### src/rtl/gbcd_defs.svh
// constants for the bus command decoder
`ifndef GBCD_DEFS_SVH
`define GBCD_DEFS_SVH
`define GBCD_LISTEN_BASE 8'h20
`define GBCD_TALK_BASE 8'h40
`define GBCD_GROUP_MASK 8'h60
`define GBCD_SECONDARY_BASE 8'h60
`define GBCD_ADDR_MASK 8'h1F
`define GBCD_CMD_GO_LOCAL 8'h01
`define GBCD_CMD_SEL_CLEAR 8'h04
`define GBCD_CMD_TRIGGER 8'h08
`define GBCD_CMD_LOCKOUT 8'h11
`define GBCD_CMD_DEV_CLEAR 8'h14
`define GBCD_CMD_POLL_ON 8'h18
`define GBCD_CMD_POLL_OFF 8'h19
`define GBCD_CMD_UNLISTEN 8'h3F
`define GBCD_CMD_UNTALK 8'h5F
`define GBCD_BYTE_MASK 8'h7F
`endif

### src/rtl/gbcd_pkg.sv
// types for the bus command decoder
`default_nettype none
package gbcd_pkg;
   // management lines as sensed, true = asserted
   typedef struct packed {
      logic atn;
      logic ifc;
      logic ren;
      logic eoi;
   } gbcd_mgmt_s;
   // one accepted byte
   typedef struct packed {
      logic [7:0] data;
      logic eoi;
   } gbcd_byte_s;
   typedef enum logic [1:0] {
      GBCD_HS_IDLE = 2'b00,
      GBCD_HS_TAKE = 2'b01,
      GBCD_HS_DONE = 2'b10
   } gbcd_hs_e;
endpackage
`default_nettype wire

### src/rtl/gbcd_decoder.sv
// device-side bus command decoder
`include "gbcd_defs.svh"
`default_nettype none
module gbcd_decoder (
   input wire logic clk,
   input wire logic reset_n,
   input wire logic [4:0] primary_addr,
   input wire logic trigger_unaddressed,
   input wire logic lockout_released_by_local,
   input wire logic [7:0] dio_n_in,
   input wire logic atn_n_in,
   input wire logic ifc_n_in,
   input wire logic ren_n_in,
   input wire logic eoi_n_in,
   input wire logic dav_n_in,
   input wire logic service_req,
   input wire logic service_done,
   output logic ndac_n_out,
   output logic ndac_n_oe_n,
   output logic nrfd_n_out,
   output logic nrfd_n_oe_n,
   output logic srq_n_out,
   output logic srq_n_oe_n,
   output gbcd_pkg::gbcd_byte_s data_byte,
   output logic data_valid,
   output logic talker_active,
   output logic listener_active,
   output logic remote_mode,
   output logic lockout,
   output logic serial_poll,
   output logic device_clear,
   output logic trigger_pulse
);
   import gbcd_pkg::*;

   gbcd_mgmt_s mgmt;
   gbcd_hs_e hs_reg;
   logic [7:0] cmd;
   logic take;
   logic is_cmd;
   logic is_data;
   logic [7:0] my_listen;
   logic [7:0] my_talk;
   logic addressed_listen;
   logic local_hold;

   ////////////////////////////////////////////////////////////////////
   // line decode
   // true level is low
   assign mgmt.atn = ~atn_n_in;
   assign mgmt.ifc = ~ifc_n_in;
   assign mgmt.ren = ~ren_n_in;
   assign mgmt.eoi = ~eoi_n_in;
   assign cmd = ~dio_n_in;
   assign my_listen = `GBCD_LISTEN_BASE | {3'b000, primary_addr};
   assign my_talk = `GBCD_TALK_BASE | {3'b000, primary_addr};
   assign take = (hs_reg == GBCD_HS_TAKE);
   assign is_cmd = take && mgmt.atn;
   assign is_data = take && !mgmt.atn && listener_active;
   assign addressed_listen = listener_active;

   ////////////////////////////////////////////////////////////////////
   // acceptor handshake
   // not-accepted held until taken
   always_ff @(posedge clk or negedge reset_n)
   begin
      if (!reset_n)
      begin
         hs_reg <= GBCD_HS_IDLE;
      end
      else
      begin
         unique case (hs_reg)
            GBCD_HS_IDLE:
            begin
               if (!dav_n_in && (mgmt.atn || listener_active))
               begin
                  hs_reg <= GBCD_HS_TAKE;
               end
            end
            GBCD_HS_TAKE:
            begin
               hs_reg <= GBCD_HS_DONE;
            end
            GBCD_HS_DONE:
            begin
               if (dav_n_in)
               begin
                  hs_reg <= GBCD_HS_IDLE;
               end
            end
            default:
            begin
               hs_reg <= GBCD_HS_IDLE;
            end
         endcase
      end
   end

   // lines are open drain: out is always low, enable low pulls
   always_ff @(posedge clk or negedge reset_n)
   begin
      if (!reset_n)
      begin
         ndac_n_out <= 1'b0;
         ndac_n_oe_n <= 1'b0;
         nrfd_n_out <= 1'b0;
         nrfd_n_oe_n <= 1'b1;
      end
      else
      begin
         ndac_n_out <= 1'b0;
         nrfd_n_out <= 1'b0;
         ndac_n_oe_n <= (hs_reg == GBCD_HS_TAKE) || (hs_reg == GBCD_HS_DONE && !dav_n_in);
         nrfd_n_oe_n <= (hs_reg == GBCD_HS_IDLE) && dav_n_in;
      end
   end

   ////////////////////////////////////////////////////////////////////
   // addressing
   always_ff @(posedge clk or negedge reset_n)
   begin
      if (!reset_n)
      begin
         listener_active <= 1'b0;
         talker_active <= 1'b0;
      end
      else if (mgmt.ifc)
      begin
         listener_active <= 1'b0;
         talker_active <= 1'b0;
      end
      else if (is_cmd && ((cmd & `GBCD_GROUP_MASK) != `GBCD_SECONDARY_BASE))
      begin
         if ((cmd & `GBCD_BYTE_MASK) == `GBCD_CMD_UNLISTEN)
         begin
            listener_active <= 1'b0;
         end
         else if ((cmd & `GBCD_BYTE_MASK) == my_listen)
         begin
            listener_active <= 1'b1;
         end
         if ((cmd & `GBCD_BYTE_MASK) == `GBCD_CMD_UNTALK)
         begin
            talker_active <= 1'b0;
         end
         else if ((cmd & `GBCD_BYTE_MASK) == my_talk)
         begin
            talker_active <= 1'b1;
         end
         else if (((cmd & `GBCD_GROUP_MASK) == `GBCD_TALK_BASE))
         begin
            talker_active <= 1'b0;
         end
      end
   end

   ////////////////////////////////////////////////////////////////////
   // remote, lockout, poll
   always_ff @(posedge clk or negedge reset_n)
   begin
      if (!reset_n)
      begin
         remote_mode <= 1'b0;
         lockout <= 1'b0;
         local_hold <= 1'b0;
      end
      else if (!mgmt.ren)
      begin
         remote_mode <= 1'b0;
         lockout <= 1'b0;
         local_hold <= 1'b0;
      end
      else
      begin
         if (!remote_mode && !local_hold)
         begin
            remote_mode <= 1'b1;
         end
         // own listen address lifts go-to-local hold
         if (is_cmd && (cmd & `GBCD_BYTE_MASK) == my_listen)
         begin
            local_hold <= 1'b0;
         end
         if (is_cmd && (cmd & `GBCD_BYTE_MASK) == `GBCD_CMD_LOCKOUT)
         begin
            lockout <= 1'b1;
         end
         if (is_cmd && addressed_listen && (cmd & `GBCD_BYTE_MASK) == `GBCD_CMD_GO_LOCAL)
         begin
            remote_mode <= 1'b0;
            local_hold <= 1'b1;
            if (lockout_released_by_local)
            begin
               lockout <= 1'b0;
            end
         end
      end
   end

   always_ff @(posedge clk or negedge reset_n)
   begin
      if (!reset_n)
      begin
         serial_poll <= 1'b0;
      end
      else if (is_cmd && (cmd & `GBCD_BYTE_MASK) == `GBCD_CMD_POLL_ON)
      begin
         serial_poll <= 1'b1;
      end
      else if (is_cmd && (cmd & `GBCD_BYTE_MASK) == `GBCD_CMD_POLL_OFF)
      begin
         serial_poll <= 1'b0;
      end
   end

   ////////////////////////////////////////////////////////////////////
   // clear and trigger pulses
   always_ff @(posedge clk or negedge reset_n)
   begin
      if (!reset_n)
      begin
         device_clear <= 1'b0;
         trigger_pulse <= 1'b0;
      end
      else
      begin
         device_clear <= is_cmd && (((cmd & `GBCD_BYTE_MASK) == `GBCD_CMD_DEV_CLEAR)
            || (addressed_listen && (cmd & `GBCD_BYTE_MASK) == `GBCD_CMD_SEL_CLEAR));
         trigger_pulse <= is_cmd && (addressed_listen || trigger_unaddressed)
            && ((cmd & `GBCD_BYTE_MASK) == `GBCD_CMD_TRIGGER);
      end
   end

   ////////////////////////////////////////////////////////////////////
   // data path to parser
   always_ff @(posedge clk or negedge reset_n)
   begin
      if (!reset_n)
      begin
         data_byte <= '0;
         data_valid <= 1'b0;
      end
      else
      begin
         data_valid <= is_data;
         if (is_data)
         begin
            data_byte.data <= cmd;
            data_byte.eoi <= mgmt.eoi;
         end
      end
   end

   ////////////////////////////////////////////////////////////////////
   // service request
   always_ff @(posedge clk or negedge reset_n)
   begin
      if (!reset_n)
      begin
         srq_n_out <= 1'b0;
         srq_n_oe_n <= 1'b1;
      end
      else
      begin
         srq_n_out <= 1'b0;
         if (service_req)
         begin
            srq_n_oe_n <= 1'b0;
         end
         else if (service_done)
         begin
            srq_n_oe_n <= 1'b1;
         end
      end
   end
endmodule
`default_nettype wire

### config.mk
export PLATFORM = sky130hd
export DESIGN_NAME = gbcd_decoder
export DESIGN_NICKNAME = d
export VERILOG_FILES = /design/src/rtl/gbcd_pkg.sv /design/src/rtl/gbcd_decoder.sv
export VERILOG_INCLUDE_DIRS = /design/src /design/src/rtl
export SDC_FILE = /design/constraint.sdc
export NUM_CORES = 1
export LEC_CHECK = 0
export BUFFER_PORTS_ARGS = -buffer_cell sky130_fd_sc_hd__clkbuf_2
export CAP_MARGIN = 25
export CORE_MARGIN = 3
export CORE_UTILIZATION = 40
export CTS_CLUSTER_SIZE = 30
export DETAILED_ROUTE_END_ITERATION = 6
export PLACE_DENSITY = 0.83
export SYNTH_ARGS = -nofsm -noshare
export SYNTH_HDL_FRONTEND = slang
export SYNTH_SLANG_ARGS = --single-unit
### constraint.sdc
create_clock -name clk -period 1.4 [get_ports clk]
set_input_delay 0.07 -clock clk [delete_from_list [all_inputs] [get_ports clk]]
set_output_delay 0.07 -clock clk [all_outputs]
set_load 0.01 [all_outputs]
# --- Word level (Yosys, flattened, before mapping) ---
# Cells that the tools add are included.
word_totals:
  regBits: 23
  input_bits: 24
  out_inout_bits: 23
  word_cells: 97
op_classes:
  n_eq_ne: 20
  n_mux: 26
  bitwise_logic: 3
  reduce_logical: 33
op_table:
  columns: ["cell", "n"]
  rows:
  - ["$eq A7 B5 Y1 const B", 4]
  - ["$mux W1", 23]
  - ["$logic_and A1 B1 Y1", 18]
  - ["$not A8 Y8", 1]
  - ["$eq A7 B1 Y1 const B", 1]
  - ["$eq A7 B3 Y1 const B", 1]
  - ["$eq A7 B4 Y1 const B", 1]
  - ["$eq A7 B6 Y1", 1]
  - ["$eq A7 B6 Y1 const B", 1]
  - ["$eq A7 B7 Y1", 1]
  - ["$eq A7 B7 Y1 const B", 1]
  - ["$ne A2 B2 Y1 const B", 3]
  - ["$pmux W2 S3", 1]
  - ["$reduce_and A2 Y1", 3]
  - ["$reduce_bool A3 Y1", 2]
  - ["$eq A2 B2 Y1 const B", 2]
  - ["$logic_or A1 B1 Y1", 4]
  - ["$mux W2", 2]
  - ["$ne A4 B1 Y1 const B", 1]
  - ["$reduce_bool A2 Y1", 2]
  - ["$logic_not A1 Y1", 3]
  - ["$ne A3 B1 Y1 const B", 1]
  - ["$eq A2 B1 Y1 const B", 1]
  - ["$logic_not A2 Y1", 1]
  - ["other kinds (2)", 3]

# --- Logic depth before layout (Yosys ltp) ---
# Gate-level depths: netlist of the first run.
depth:
  ltp_word: 7
  ltp_mapped: 5
  ltp_nobuf: 4

# --- Worst setup path before layout of the first run ---
# No wires, ideal clock.
synth_path:
  path_kind: "flip-flop to flip-flop"
  from: "reg hs_reg[1]"
  to: "reg serial_poll"
  setup_ns: 0.125
  arrival_ns: 1.324
  required_time_ns: 1.275
  slack_ns: -0.048
  path_stages_with_launch: 5
  path_buffers: 0
  synth_period_minus_slack_ns: 1.448
  path_cell_list: "dfrtp_1 nor3b_4 nand3_2 nor3_2 mux2_2"
synth_between:
  elab_chain_len: 4
  word_cells_on_any_way: 6
  classes_between: "eq/ne (1); mux (1); reduce/logical (4)"
synth_rtl:
  columns: ["element", "line_no", "source"]
  rows:
  - ["start: declaration", "gbcd_decoder.sv:37", "gbcd_hs_e hs_reg;"]
  - ["start signal: assignment", "gbcd_decoder.sv:69", "hs_reg <= GBCD_HS_IDLE;"]
  - ["start signal: assignment", "gbcd_decoder.sv:78", "hs_reg <= GBCD_HS_TAKE;"]
  - ["start signal: assignment", "gbcd_decoder.sv:83", "hs_reg <= GBCD_HS_DONE;"]
  - ["$eq A2 B1 Y1 (*)", "gbcd_decoder.sv:57", "assign take = (hs_reg == GBCD_HS_TAKE);"]
  - ["$logic_and A1 B1 Y1 (*)", "gbcd_decoder.sv:58", "assign is_cmd = take && mgmt.atn;"]
  - ["$logic_and A1 B1 Y1 (no source line)", null, null]
  - ["$mux W1 or $reduce_bool A2 Y1 (tied branches)", null, null]
  - ["end signal: assignment", "gbcd_decoder.sv:205", "serial_poll <= 1'b0;"]
  - ["end signal: assignment", "gbcd_decoder.sv:209", "serial_poll <= 1'b1;"]
  - ["end signal: assignment", "gbcd_decoder.sv:213", "serial_poll <= 1'b0;"]
  - ["end: declaration", "gbcd_decoder.sv:30", "output logic serial_poll,"]
# Every way passes the cells marked *; elsewhere a longest branch is shown, timed or not.
# A chain may end at the register's enable or synchronous reset.

# --- Worst setup path in the final report of the first run ---
# Ends and elaborated chain as after synthesis.

==> flow_summary.toml, run 1 <==
[cts]
htreeDepth = 1
cts_buffers = 3
cts_tree = "built"
clk_latency_ns = 0.31
cts_sinks = 23
path_clk_slew_ns = 0.12
clock_path_buffers = 2
cts_root_buf = "clkbuf_4"

[routing]
post_drt_wl_per_cell_um = 13.77
routed_via_density = 4.984
drt_pass1_iterations = 4
detail-route-antenna-nets = 0
wirelength_mm = 2.616
drtIter0Drc = 28
vias = 947
route.detailed.drc = 0

[floorplan]
die_x_um = 57.78
row_count = 18
core_sq_um = 2522
start_util = 0.4251
die_height_um = 57.78
num_io_pins = 47
dieArea_sq_um = 3338

[hold_path]
hold_path.class = "in2reg"
holdPathStages = 2

[final_layout]
layout.area.seq_sq_um = 579.3
utilization = 0.5878
area_growth_pct = 38.27
n_fill_cell = 222
finalInstanceArea_sq_um = 1483
multi_input_area_sq_um = 465.4
diodes = 0
drive_gt1_frac = 0.4125
nNetsFinal = 185
largest_reg_flops = 9

[pwr]
powerDensity_nw_per_um2 = 811.0
switchingPower_uw = 305.8
p_total_mw = 1.202
leakage_nw = 0.7243
internal-power_uw = 896.6
p_comb_frac = 0.166
peakVddDrop_mv = 0.5742
switching_share = 0.2543
p_clk_frac = 0.251
pwr-share-seq = 0.582

[worst_setup_path]
crit_family = "simple AND/OR/NAND/NOR gates"
cpMaxStageDelayCell = "dfrtp_2"
crit_cells = 4
worstRegToRegCells = 4
arrival_ns = 1.58
criticalPathCategory = "reg2reg"
crit_fanout = 2
critical_path.endpoint_type = "flip-flop"
worst-path-buf-inv = 0
path_cells = "nor3b_4 > nand3_2 > nor3_2 > mux2_4"
max_stage_delay_ns = 0.44
start_kind = "flip-flop"
crit_required_ns = 1.61

[sta]
finalHoldViolCount = 0
fmax_mhz = 731.3
min_period_over_period = 0.9768
finalSetupViolCount = 0
setup_slack_ns = 0.03251
slew_headroom = 0.6290
slew_viol_final = 0
finalCriticalPeriod_ns = 1.367
tightestPinTransition_ns = 0.5565
fin_skew_ns = 0.001926
grt_setup_unrepaired = "yes"

[placement]
pre_cts_slack_ns = -0.1064
place_area_sq_um = 1339
dp_hpwl_mm = 1.919
gp_congestion = 0.9169
portBuffers = 43

[yosys]
syn_area_per_cell_sq_um = 10.51
synth_warnings = 0
synth_top_area_frac = 0.4901
synthCells = 102
yosys.area.top_type = "dfrtp_1"
ys_top_cells_by_count = "dfrtp_1, nand2_1, o21ai_0"
ys_seq_area_frac = 0.5391
async_flop_share = 1.000
synth_area_leaders = "dfrtp_1, nand2_1, o21ai_0"
yosysMostFrequentCell = "dfrtp_1"
ys.flop_type = "dfrtp_1"
ys_ff_latch = 23
synthesis.area_sq_um = 1072
synth_edf_count = 0
yosysUniqueCellTypes = 34

[global_routing]
grt_pass1_vias = 966
grt_pass1_wl_mm = 4.284
grt_max_degree = 24
antenna_found_initial = 0
grt-ovfl-total = 0
gr-usage-all-layers = 0.1678

[run_status]
status = "completed"

[run]
max_cap_violations = 0
path summary, 6_finish.rpt:
check                                         start                        to  slack, ns
min in group asynchronous                   reset_n     ndac_n_oe_n$_DFF_PN0_       0.29
setup reg to reg              hs_reg[1]$_DFFE_PN0P_   serial_poll$_DFFE_PN0P_       0.03
hold reg to reg            data_byte[2]$_DFFE_PN0P_  data_byte[2]$_DFFE_PN0P_       0.49
hold / removal                          dio_n_in[2]    device_clear$_DFF_PN0_       0.01
max in group asynchronous                   reset_n     hs_reg[1]$_DFFE_PN0P_       0.72
setup / recovery              hs_reg[1]$_DFFE_PN0P_   serial_poll$_DFFE_PN0P_       0.03
power groups by stage:
stage	Combinational (mW)	Clock, mW	Sequential [mW]
2_1_floorplan	0.0740	0	0.723
3_5_place_dp	0.174	0	0.713
4_1_cts	0.197	0.314	0.700
3_3_place_gp	0.167	0	0.711
5_1_grt	0.221	0.328	0.702
6_report	0.200	0.302	0.700
metrics by stage:
| stage | hold slack, ns | std cells | setup TNS [ns] |
|---|---|---|---|
| final | 0.01170 | 190 | 0 |
| after detailed placement | 0.08707 | 176 | -0.1064 |
| after global routing | 0.02614 | 190 | -0.04036 |
| after global placement | 0.06985 | 176 | -0.03391 |
| after CTS | 0.01296 | 190 | -0.01139 |
| after floorplan | -0.2256 | 104 | -0.02237 |
final cells by class:
type | count | area share
flip-flops and latches | 23 | 0.3907
inverters | 4 | 0.01013
well taps | 30 | 0.02532
repair buffers | 57 | 0.2422
clock buffers | 4 | 0.01772
multi-input cells | 72 | 0.3139
timing repair:
item / in CTS / in global routing
endpoints found under the setup margin: 1 / 5
hold buffers: 9 / 0
pin swaps: 3 / 4
gates cloned: 0 / 0
buffers inserted: 1 / 0
endpoints found under the hold margin: 29 / 0
gates resized for setup: 1 / 5
cell families after synthesis:
group	after synthesis	synth area share
AOI/OAI and AO/OA	21	0.1237
other	1	0.003497
muxes	3	0.02917
buffers and inverters	9	0.04900
xor gates and xnor gates	5	0.04084
DFF	23	0.5391
and+or+nand+nor	40	0.2147
layout by cell type (no fill, tap or decap), types with 2 or more instances in the layout:
cell            n
dfrtp_1        20
o21ai_0        11
nor2_1          5
dfstp_2         2
nor3_1          3
nand2_1        15
nor2b_1         2
inv_1           4
nand3_1         2
clkbuf_4        3
nor3_2          2
nand4_1         2
clkbuf_2       43
conb_1          3
buf_4           3
mux2i_1         2
xnor2_1         5
dlygate4sd3_1   9
per-layer routing:
metal	global-route usage	up-vias	part of all wire
met5	0	-	0
met3	0.02450	4	0.079
met4	0.08278	0	0.016
li1	-	465	-
met1	0.1943	434	0.40
met2	0.3000	44	0.51
Power figures use the tool's default switching activity.
==> run 2: changes to the inputs <==
--- a/config.mk
+++ b/config.mk
@@ -9,10 +9,10 @@
 export BUFFER_PORTS_ARGS = -buffer_cell sky130_fd_sc_hd__clkbuf_2
 export CAP_MARGIN = 25
 export CORE_MARGIN = 3
-export CORE_UTILIZATION = 40
+export CORE_UTILIZATION = 41
 export CTS_CLUSTER_SIZE = 30
 export DETAILED_ROUTE_END_ITERATION = 6
-export PLACE_DENSITY = 0.83
+export PLACE_DENSITY = 0.85
 export SYNTH_ARGS = -nofsm -noshare
 export SYNTH_HDL_FRONTEND = slang
 export SYNTH_SLANG_ARGS = --single-unit
==> flow_summary.toml, run 2 (same netlist as run 1, synthesis figures left out) <==
[routing]
drtIter0Drc = 25
detail-route-antenna-nets = 0
vias = 959
route.detailed.drc = 0
drt_pass1_iterations = 4
post_drt_wl_per_cell_um = 13.41
routed_via_density = 5.128
wirelength_mm = 2.507

[pwr]
leakage_nw = 0.7124
p_total_mw = 1.209
powerDensity_nw_per_um2 = 835.4
peakVddDrop_mv = 0.5036

[worst_setup_path]
path_cells = "nor3b_4 > nand3_2 > nor3_2 > mux2_2"
crit_family = "simple AND/OR/NAND/NOR gates"
critical_path.endpoint_type = "flip-flop"
max_stage_delay_ns = 0.44
crit_required_ns = 1.62
worstRegToRegCells = 4
crit_cells = 4
criticalPathCategory = "reg2reg"
crit_fanout = 2
arrival_ns = 1.55
cpMaxStageDelayCell = "dfrtp_2"
r2r_end = "serial_poll$_DFFE_PN0P_"
worst-path-buf-inv = 0
rrSetupSlack_ns = 0.06
rr_startpoint = "hs_reg[1]$_DFFE_PN0P_"
start_kind = "flip-flop"

[run_status]
status = "completed"

[final_layout]
layout_commonest_cell = "clkbuf_2"
diodes = 0
nNetsFinal = 184
layout_common_cells = "clkbuf_2, dfrtp_1, nand2_1, o21ai_0, dlygate4sd3_1"
drive_gt1_frac = 0.4088
area_growth_pct = 35.01
fin_cells = 187
largest_reg_flops = 9

[cts]
htreeDepth = 1
cts_tree = "built"
clk_latency_ns = 0.32
clock_path_buffers = 2
path_clk_slew_ns = 0.12
cts_sinks = 23
cts_root_buf = "clkbuf_4"
cts_buffers = 3

[global_routing]
antenna_found_initial = 0
grt_pass1_vias = 956
grt-ovfl-total = 0
gr-usage-all-layers = 0.1586
grt_max_degree = 24
grt_pass1_wl_mm = 4.084

[floorplan]
die_x_um = 57.14
row_count = 17
start_util = 0.4583
core_sq_um = 2340
die_height_um = 57.14
dieArea_sq_um = 3265
num_io_pins = 47

[sta]
fmax_mhz = 748.3
min_period_over_period = 0.9545
finalSetupViolCount = 0
slew_headroom = 0.6236
setup_tns_ns = 0
tightestPinTransition_ns = 0.5645
slew_viol_final = 0
grt_setup_unrepaired = "yes"
finalHoldViolCount = 0
fin_skew_ns = 0.003803
finalCriticalPeriod_ns = 1.336

[placement]
dp_hpwl_mm = 1.849
place_inst = 174
portBuffers = 43
gp_congestion = 0.8743

[hold_path]
hold_start = "ifc_n_in"
holdPathStages = 3
holdPathEnd = "talker_active$_DFFE_PN0P_"
hold_path.class = "in2reg"

[run]
max_cap_violations = 0
-- run 2: changes by cell type in the layout (fill, tap and decap cells not counted) --
cell | before | now
mux2_2 | 0 | 1
buf_4 | 3 | 4
buf_12 | 1 | 0
mux2_4 | 1 | 0
a2111oi_0 | 1 | 2
dlygate4sd3_1 | 9 | 8
a2111oi_2 | 1 | 0
-- run 2: worst max path at each step --
stage,startpoint,end,slack (ns)
2_1_floorplan,hs_reg[0]$_DFFE_PN0P_,serial_poll$_DFFE_PN0P_,-0.02
3_3_place_gp,hs_reg[1]$_DFFE_PN0P_,serial_poll$_DFFE_PN0P_,0.08
3_5_place_dp,hs_reg[1]$_DFFE_PN0P_,serial_poll$_DFFE_PN0P_,0.06
4_1_cts,hs_reg[1]$_DFFE_PN0P_,lockout$_DFF_PN0_,0.04
5_1_grt,hs_reg[1]$_DFFE_PN0P_,serial_poll$_DFFE_PN0P_,-0.03
6_report,hs_reg[1]$_DFFE_PN0P_,serial_poll$_DFFE_PN0P_,0.06
-- run 2: where the power goes --
part	switching (mW)	internal (mW)	total, mW
clock network	0.200	0.112	0.312
logic	0.102	0.0953	0.198
registers	0.0110	0.689	0.700
-- run 2: timing repair --
action | CTS | global route
endpoints found under the setup margin | 0 | 4
resized for setup | 0 | 3
setup buffers | 0 | 1
endpoints found under the hold margin | 28 | 0
hold buffers | 8 | 0
-- run 2: final cells by class --
type / instances / area (sq um)
fill: 184 / 892.1
inverter: 4 / 15.01
tap: 28 / 35.03
clock buffer: 4 / 26.28
timing repair buffer: 56 / 336.6
multi-input combinational: 72 / 455.4
sequential: 23 / 579.3
-- run 2: per-stage QoR --
| step | cell area [sq um] | worst slack, ns | hold slack, ns | util |
|---|---|---|---|---|
| floorplan | 1081 | -0.02237 | -0.2256 | - |
| finish | 1448 | 0.06363 | 0.006540 | 0.6187 |
| global route | 1448 | -0.03373 | 0.01137 | 0.6187 |
| global placement | 1324 | 0.08072 | 0.07699 | 0.5658 |
| CTS | 1430 | 0.03535 | 0.01102 | 0.6112 |
| detailed placement | 1324 | 0.05768 | 0.09088 | 0.5658 |
-- run 2: worst register-to-register path, delay by kind of cell, from the launching register on --
family,cells,cell delay [ns]
and+or+nand+nor,3,0.45
DFF,1,0.44
muxes,1,0.35
-- run 2: layer usage --
metal / GRT usage / wire length, um
met4: 0.07616 / 37
met3: 0.03620 / 217
met1: 0.1948 / 1058
met5: 0 / 0
met2: 0.2626 / 1194
